$ cat config.mk
export PLATFORM = sky130hd
export DESIGN_NAME = iva_port
export DESIGN_NICKNAME = d
export VERILOG_FILES = /design/src/inc/iva_pkg.sv /design/src/hw/iva_port.sv
export SDC_FILE = /design/constraint.sdc
export NUM_CORES = 1
export LEC_CHECK = 0
export BUFFER_PORTS_ARGS = -buffer_cell sky130_fd_sc_hd__buf_4
export CAP_MARGIN = 20
export CORE_MARGIN = 2
export CORE_UTILIZATION = 35
export CTS_BUF_LIST = sky130_fd_sc_hd__clkbuf_2 sky130_fd_sc_hd__clkbuf_4 sky130_fd_sc_hd__clkbuf_8
export CTS_CLUSTER_SIZE = 10
export DETAILED_ROUTE_END_ITERATION = 8
export REMOVE_ABC_BUFFERS = 1
export SYNTH_ARGS = -nofsm -noshare
export SYNTH_HDL_FRONTEND = slang
export SYNTH_SLANG_ARGS = --single-unit
$ cat constraint.sdc
create_clock -name clock_in -period 2.1 [get_ports clock_in]
set_input_delay 0.42 -clock clock_in [delete_from_list [all_inputs] [get_ports clock_in]]
set_output_delay 0.42 -clock clock_in [all_outputs]
set_load 0.02 [all_outputs]
$ cat src/inc/iva_pkg.sv
// Purpose: shared constants and types for the indirect variable access port
// Assumes: 16-bit register words, byte-addressed microcontroller memory port
// Notes: driver and offset together form the memory byte address
`default_nettype none
package iva_pkg;
	// register decode on the serial register space
	localparam logic [15:0] ADDR_REG_OFS = 16'h098e;
	localparam logic [15:0] DATA_REG_OFS = 16'h0990;
	localparam logic [15:0] ADDR_REG_RST = 16'h0000;
	localparam logic [15:0] DATA_REG_RST = 16'h0000;
	// address register field layout
	localparam int WIDTH_BIT = 15;
	localparam int DRV_HI = 14;
	localparam int DRV_LO = 10;
	localparam int OFS_HI = 9;
	localparam int OFS_LO = 0;
	localparam int MEM_AW = DRV_HI + 1;
	// sequencer command values
	localparam logic [15:0] SEQ_REFRESH_MODE = 16'h0006;
	localparam logic [15:0] SEQ_REFRESH = 16'h0005;
	// byte enables for the two access widths
	localparam logic [1:0] BE_WORD = 2'h3;
	localparam logic [1:0] BE_BYTE = 2'h1;

	typedef enum logic [1:0] {
		ST_IDLE,
		ST_REFETCH,
		ST_WAIT
	} iva_state_t;

	typedef struct packed {
		iva_state_t st;
		logic [15:0] addr;
		logic [15:0] waddr;
		logic [15:0] wdata;
		logic pend;
		logic fetch_req;
		logic [15:0] rdbuf;
		logic [15:0] rdata;
		logic rvalid;
		logic mem_we;
		logic mem_re;
		logic [MEM_AW-1:0] mem_addr;
		logic [15:0] mem_wdata;
		logic [1:0] mem_be;
		logic armed;
		logic dirty;
		logic mode_pulse;
		logic apply_pulse;
	} iva_regs_t;
endpackage
`default_nettype wire

$ cat src/hw/iva_port.sv
// Purpose: indirect access port from serial registers into firmware variables
// Assumes: serial front end hands over decoded register strobes, one cycle each
// Notes: memory read data is taken at the end of the cycle in which mem_re_out stands
//
// Function
// [RL1] Register 0x098e holds the indirect address, 0x0990 carries its data.
// [RL2] A data write reaches memory only after the serial write cycle completes.
// [RL3] Updating the address register prefetches the addressed memory contents.
// [RL4] New settings apply only after refresh mode 6 then refresh 5.
// [RL5] Host should send refresh mode first, then refresh, back to back.
// [RL6] Address bit 15 chooses word access when 0, byte access when 1.
// [RL7] Address bits 14 to 10 select the firmware driver number.
// [RL8] Address bits 9 to 0 select the offset inside that driver.
// [RL9] Byte access moves only the low byte; reads show upper byte zero.
`default_nettype none
module iva_port #(
	parameter logic [14:0] SEQ_CMD_VAR = 15'h0000
) (
	input wire logic clock_in,
	input wire logic nrst_in,
	input wire logic reg_wr_in,
	input wire logic reg_rd_in,
	input wire logic [15:0] reg_addr_in,
	input wire logic [15:0] reg_wdata_in,
	input wire logic wr_cycle_done_in,
	output logic [15:0] reg_rdata_out,
	output logic reg_rvalid_out,
	output logic mem_we_out,
	output logic mem_re_out,
	output logic [14:0] mem_addr_out,
	output logic [15:0] mem_wdata_out,
	output logic [1:0] mem_be_out,
	input wire logic [15:0] mem_rdata_in,
	output logic refresh_mode_out,
	output logic refresh_out,
	output logic settings_pending_out
);
	iva_pkg::iva_regs_t cur_q;
	iva_pkg::iva_regs_t nxt_d;
	logic addr_wr;
	logic data_wr;
	logic commit;

	// the memory port carries exactly driver plus offset bits
	if (iva_pkg::MEM_AW != 15)
	begin
		$error("memory address width must be 15 bits");
	end

	// register decode strobes
	assign addr_wr = reg_wr_in && (reg_addr_in == iva_pkg::ADDR_REG_OFS); // [RL1]
	assign data_wr = reg_wr_in && (reg_addr_in == iva_pkg::DATA_REG_OFS); // [RL1]
	// commit only in idle so a fetch in flight is never torn
	assign commit = cur_q.pend && wr_cycle_done_in && (cur_q.st == iva_pkg::ST_IDLE); // [RL2]

	// next state of the whole block
	always_comb
	begin
		nxt_d = cur_q;
		nxt_d.mem_we = 1'b0;
		nxt_d.mem_re = 1'b0;
		nxt_d.rvalid = 1'b0;
		nxt_d.mode_pulse = 1'b0;
		nxt_d.apply_pulse = 1'b0;
		// host reads answer one cycle later; data register reads come from the prefetch buffer
		if (reg_rd_in)
		begin
			nxt_d.rvalid = 1'b1;
			if (reg_addr_in == iva_pkg::ADDR_REG_OFS)
				nxt_d.rdata = cur_q.addr;
			else if (reg_addr_in == iva_pkg::DATA_REG_OFS)
				nxt_d.rdata = cur_q.rdbuf; // [RL1]
			else
				nxt_d.rdata = 16'h0000;
		end
		// sequencer handshake and fetch engine
		case (cur_q.st)
			iva_pkg::ST_IDLE:
			begin
				if (commit)
				begin
					nxt_d.pend = 1'b0;
					nxt_d.mem_we = 1'b1; // [RL2]
					nxt_d.mem_addr = cur_q.waddr[iva_pkg::DRV_HI:iva_pkg::OFS_LO]; // [RL7] [RL8]
					if (cur_q.waddr[iva_pkg::WIDTH_BIT])
					begin
						nxt_d.mem_be = iva_pkg::BE_BYTE; // [RL6]
						nxt_d.mem_wdata = {8'h00, cur_q.wdata[7:0]}; // [RL9]
					end
					else
					begin
						nxt_d.mem_be = iva_pkg::BE_WORD; // [RL6]
						nxt_d.mem_wdata = cur_q.wdata;
					end
					nxt_d.st = iva_pkg::ST_REFETCH;
					// refresh needs mode command first, otherwise it is ignored
					if (cur_q.waddr[14:0] == SEQ_CMD_VAR)
					begin
						if (cur_q.wdata == iva_pkg::SEQ_REFRESH_MODE)
						begin
							nxt_d.armed = 1'b1; // [RL4]
							nxt_d.mode_pulse = 1'b1;
						end
						else if (cur_q.wdata == iva_pkg::SEQ_REFRESH && cur_q.armed)
						begin
							nxt_d.armed = 1'b0; // [RL4] [RL5]
							nxt_d.apply_pulse = 1'b1;
							nxt_d.dirty = 1'b0;
						end
					end
					else
						nxt_d.dirty = 1'b1;
				end
				else if (cur_q.fetch_req)
				begin
					nxt_d.fetch_req = 1'b0;
					nxt_d.mem_re = 1'b1; // [RL3]
					nxt_d.mem_addr = cur_q.addr[iva_pkg::DRV_HI:iva_pkg::OFS_LO]; // [RL7] [RL8]
					nxt_d.mem_be = cur_q.addr[iva_pkg::WIDTH_BIT] ? iva_pkg::BE_BYTE
						: iva_pkg::BE_WORD; // [RL6]
					nxt_d.st = iva_pkg::ST_WAIT;
				end
			end
			iva_pkg::ST_REFETCH:
			begin
				// reread so the data register shows the value just written
				nxt_d.fetch_req = 1'b1;
				nxt_d.st = iva_pkg::ST_IDLE;
			end
			iva_pkg::ST_WAIT:
			begin
				if (cur_q.mem_be == iva_pkg::BE_BYTE)
					nxt_d.rdbuf = {8'h00, mem_rdata_in[7:0]}; // [RL9]
				else
					nxt_d.rdbuf = mem_rdata_in; // [RL3]
				nxt_d.st = iva_pkg::ST_IDLE;
			end
			default:
				nxt_d.st = iva_pkg::ST_IDLE;
		endcase
		// host writes; a new address always wins over the fetch clear
		if (addr_wr)
		begin
			nxt_d.addr = reg_wdata_in; // [RL1]
			nxt_d.fetch_req = 1'b1; // [RL3]
		end
		// the write target is latched so a later address change cannot redirect it
		if (data_wr)
		begin
			nxt_d.wdata = reg_wdata_in;
			nxt_d.waddr = addr_wr ? reg_wdata_in : cur_q.addr;
			nxt_d.pend = 1'b1; // [RL2]
		end
	end

	// state register
	always_ff @(posedge clock_in)
	begin
		if (!nrst_in)
		begin
			cur_q <= '0;
			cur_q.st <= iva_pkg::ST_IDLE;
			cur_q.addr <= iva_pkg::ADDR_REG_RST;
			cur_q.wdata <= iva_pkg::DATA_REG_RST;
			cur_q.mem_be <= iva_pkg::BE_WORD;
		end
		else
			cur_q <= nxt_d;
	end

	// outputs straight from flops
	assign reg_rdata_out = cur_q.rdata;
	assign reg_rvalid_out = cur_q.rvalid;
	assign mem_we_out = cur_q.mem_we;
	assign mem_re_out = cur_q.mem_re;
	assign mem_addr_out = cur_q.mem_addr;
	assign mem_wdata_out = cur_q.mem_wdata;
	assign mem_be_out = cur_q.mem_be;
	assign refresh_mode_out = cur_q.mode_pulse;
	assign refresh_out = cur_q.apply_pulse;
	assign settings_pending_out = cur_q.dirty;
endmodule
`default_nettype wire

==> impl_results.md <==
- Placed cell areas: 0.00575 mm2
- Filler cell count: 1452
- Slew at the pin closest to its max-slew limit: 0.785 ns
- Vias per cell: 5.32
- Vias in the first global route: 4234
- Post-DRT Antenna Nets: 0
- Placed cell count: 801
- Setup Skew: around 0.011 ns
- Fmax: 0.593 GHz
- Pre-CTS setup slack: 0.0993 ns
- R2R depth: 4
- Switching share of total power: a little over a fifth
- Reg area: 0.00246 mm2
- I/O pin count: 108
- First-pass GRT wire length: 20.9 mm
- Synth cell types: 43
- Buffers on Ports: 106
- Critical path's slowest cell: nor4_1
- Die height: 125 um
- Crit path kind: register to register
- Maxcap violations: 0
- Worst min-delay path category: primary input to register
- Count of buffer and inverter cells on the critical path: 0
- HPWL after detailed placement: 9.33 mm
- Power per cell area: 769 mW/mm2
- Final setup violation count: 0
- Total CTS buffers: 17
- Clock latency on the worst-skew pair: around 0.44 ns
- Area of the mapped netlist: 0.00513 mm2
- Hold Path Depth: 3
- Final critical-path share of the clock period: 80.2%
- P_sw: 1.01 mW
- Final core utilization: 42.8%
- Row cnt: 44
- Wire per inst: 16.0 um
- Hold Slack: 0.233 ns
- Stages on the worst setup path: 4
- Nets@finish: 689
- Combinational share of power: 3.4%
- Final cell count without fillers: 833
- Synth Register Bits: 123
- Peak supply drop: roughly 0.34 mV
- Post-route cell area: between 0.006 and 0.007 mm2
- Initial core utilization: 35.6%
- Tot Pwr: 4.75 mW
- Pint: ~3.7 mW
- Drt drc: 0
- Nature of the critical path startpoint: register
- Clk pwr share: ~48%
- Worst setup margin: approximately 0.42 ns
- Yosys warns: 0
- Gpl congestion: 0.799
- Commonest non-fill, non-tap cell in the layout: dfxtp_1
- GR Overflow Total: 0
- Crit path time final: 1.68 ns
- Setup Fix Bufs, Post-CTS: 0
- DRC violation total after the first TritonRoute iteration: 361
- Largest delay share family, worst path: simple AND/OR/NAND/NOR gates
- Crit-path cells: nor4_1 -> nand4_1 -> or2_2 -> o41ai_1
- Average size of a mapped cell: 8.68 um2
- GRT Total Usage: 16.5%
- WL final: 13.3 mm
- Die ar.: 0.0156 mm2
- Core Area: 0.0144 mm2
- Slew HR: 47.5%
- Critical Path Max Stage Delay: 0.38 ns
- Antenna cells: 0
- Setup TNS: 0 ns
- Number of gates resized after CTS: 0
- Max clock buf depth: 2
- Clk slew on worst S/H paths: around 0.070 ns
- Layout cells sized above 1: 25.1%
- Multi-input logic area: 0.00209 mm2
- Clock tree from TritonCTS: built
- Final hold violation count: 0
- Most frequent cells in the layout: dfxtp_1 (123), buf_4 (118), a21oi_1 (81)
- Final Max Slew Viols: 0
- Synth Instances: approximately 590
- Crit path required time: 2.42 ns
- # clock sinks: 123
- Reg power frac: 49.1%
- H-tree levels: 4
- CTS root buf: clkbuf_8
- # hold bufs at CTS: 0
- Crit path DAT: 2.01 ns
- Via count: 4434
- First-pass DRT Iterations: 8
- Leak: 2.27 nW
- Area growth syn-to-layout: 20.5%
- RSZ-0062 raised after global routing: false
- Worst-path maximum fanout: 3
- Largest net degree at the start of global routing: just under 100
- Die W: 125 um
- Seq/Total Area, Yosys: between 40 and 50%
- Critical path endpoint category: register
- Initial antenna violation count: 0
- Status: finished, final reports clean
## worst register-to-register path: cells and delay by family, from the launching register on
kind	cells	cell delay, ns
flip-flops	1	0.32
AO/OA/AOI/OAI	1	0.27
AND/OR/NAND/NOR	3	0.98
## sequential cells by signal, summed over array words and instances (netlist names)
signal	flops
reg_rdata_out	16
mem_addr_out	15
refresh_mode_out	1
mem_be_out	1
mem_we_out	1
refresh_out	1
cur_q	69
mem_re_out	1
mem_wdata_out	16
settings_pending_out	1
reg_rvalid_out	1
## cells by family after synthesis
logic type             share of synthesized area, %
AOI/OAI and AO/OA                              20.4
and+or+nand+nor                                20.1
buffers and inverters                          11.5
DFF                                            48.0
other                                        0.0731
## area by class of cell
type | count | share of cell area (%)
Clock inverter | 13 | 2.81
Clock buffer | 19 | 4.13
Inverter | 5 | 0.304
Sequential cell | 123 | 39.8
Timing Repair Buffer | 121 | 15.3
Tap cell | 184 | 3.73
Multi-Input combinational cell | 368 | 33.9
## cell usage after synthesis
cell        n  area (um2)
nor4b_1     1        8.76
nor2_1     20        75.1
nand2_1    69         259
o31ai_1     1        7.51
nor4b_4     1        23.8
o41ai_1     1        8.76
nor3_1      2        10.0
a221o_1    17         170
nor4_1      7        43.8
nand3b_1    8        60.1
buf_6       1        11.3
a31oi_1     1        6.26
a222oi_1   15         150
nor3_4      1        16.3
nand2b_1    2        12.5
dfxtp_1   123        2460
inv_2       1        3.75
nand4_1     2        12.5
nor4bb_1    1        10.0
conb_1      1        3.75
nor2_2      1        6.26
buf_1       1        3.75
and4b_1     1        10.0
a311oi_1    6        52.6
a21o_1      1        7.51
nand3_2     1        10.0
nor2b_1     2        12.5
inv_1       4        15.0
and4bb_2    1        12.5
a22oi_1     1        7.51
clkbuf_1   28         105
o311ai_0    1        8.76
buf_2      15        75.1
nand3_1    51         255
nand4b_1    1        8.76
and3_1      3        18.8
buf_4      50         375
and2_1     20         125
a21oi_1    81         405
or2_2       1        6.26
o21ai_0    44         220
nor4b_2     1        15.0
nand3_4     1        17.5
## layer usage
layer | share of wire (%) | global-route usage [%] | vias to the layer above
met5 | 0 | 0 | -
met4 | 1.5 | 6.60 | 0
met3 | 5.7 | 4.19 | 20
met2 | 49 | 27.2 | 163
met1 | 44 | 20.7 | 2097
li1 | - | - | 2154
## final timing paths
kind | from | end | slack [ns]
hold reg to reg | mem_wdata_out[14] | mem_wdata_out[14] | 0.46
setup reg to reg | cur_q[85] | cur_q[3] | 0.42
setup / recovery | cur_q[85] | cur_q[3] | 0.42
hold / removal | mem_rdata_in[7] | cur_q[63] | 0.23
## power by group through the flow
| stage | sequential (mW) | combinational [mW] | clock [mW] |
|---|---|---|---|
| 4_1_cts | 2.33 | 0.162 | 2.30 |
| 2_1_floorplan | 2.39 | 0.0408 | 0 |
| 5_1_grt | 2.33 | 0.173 | 2.39 |
| 3_5_place_dp | 2.39 | 0.161 | 0 |
| 3_3_place_gp | 2.39 | 0.159 | 0 |
| 6_report | 2.33 | 0.160 | 2.26 |
(Power assumes the default switching activity.)
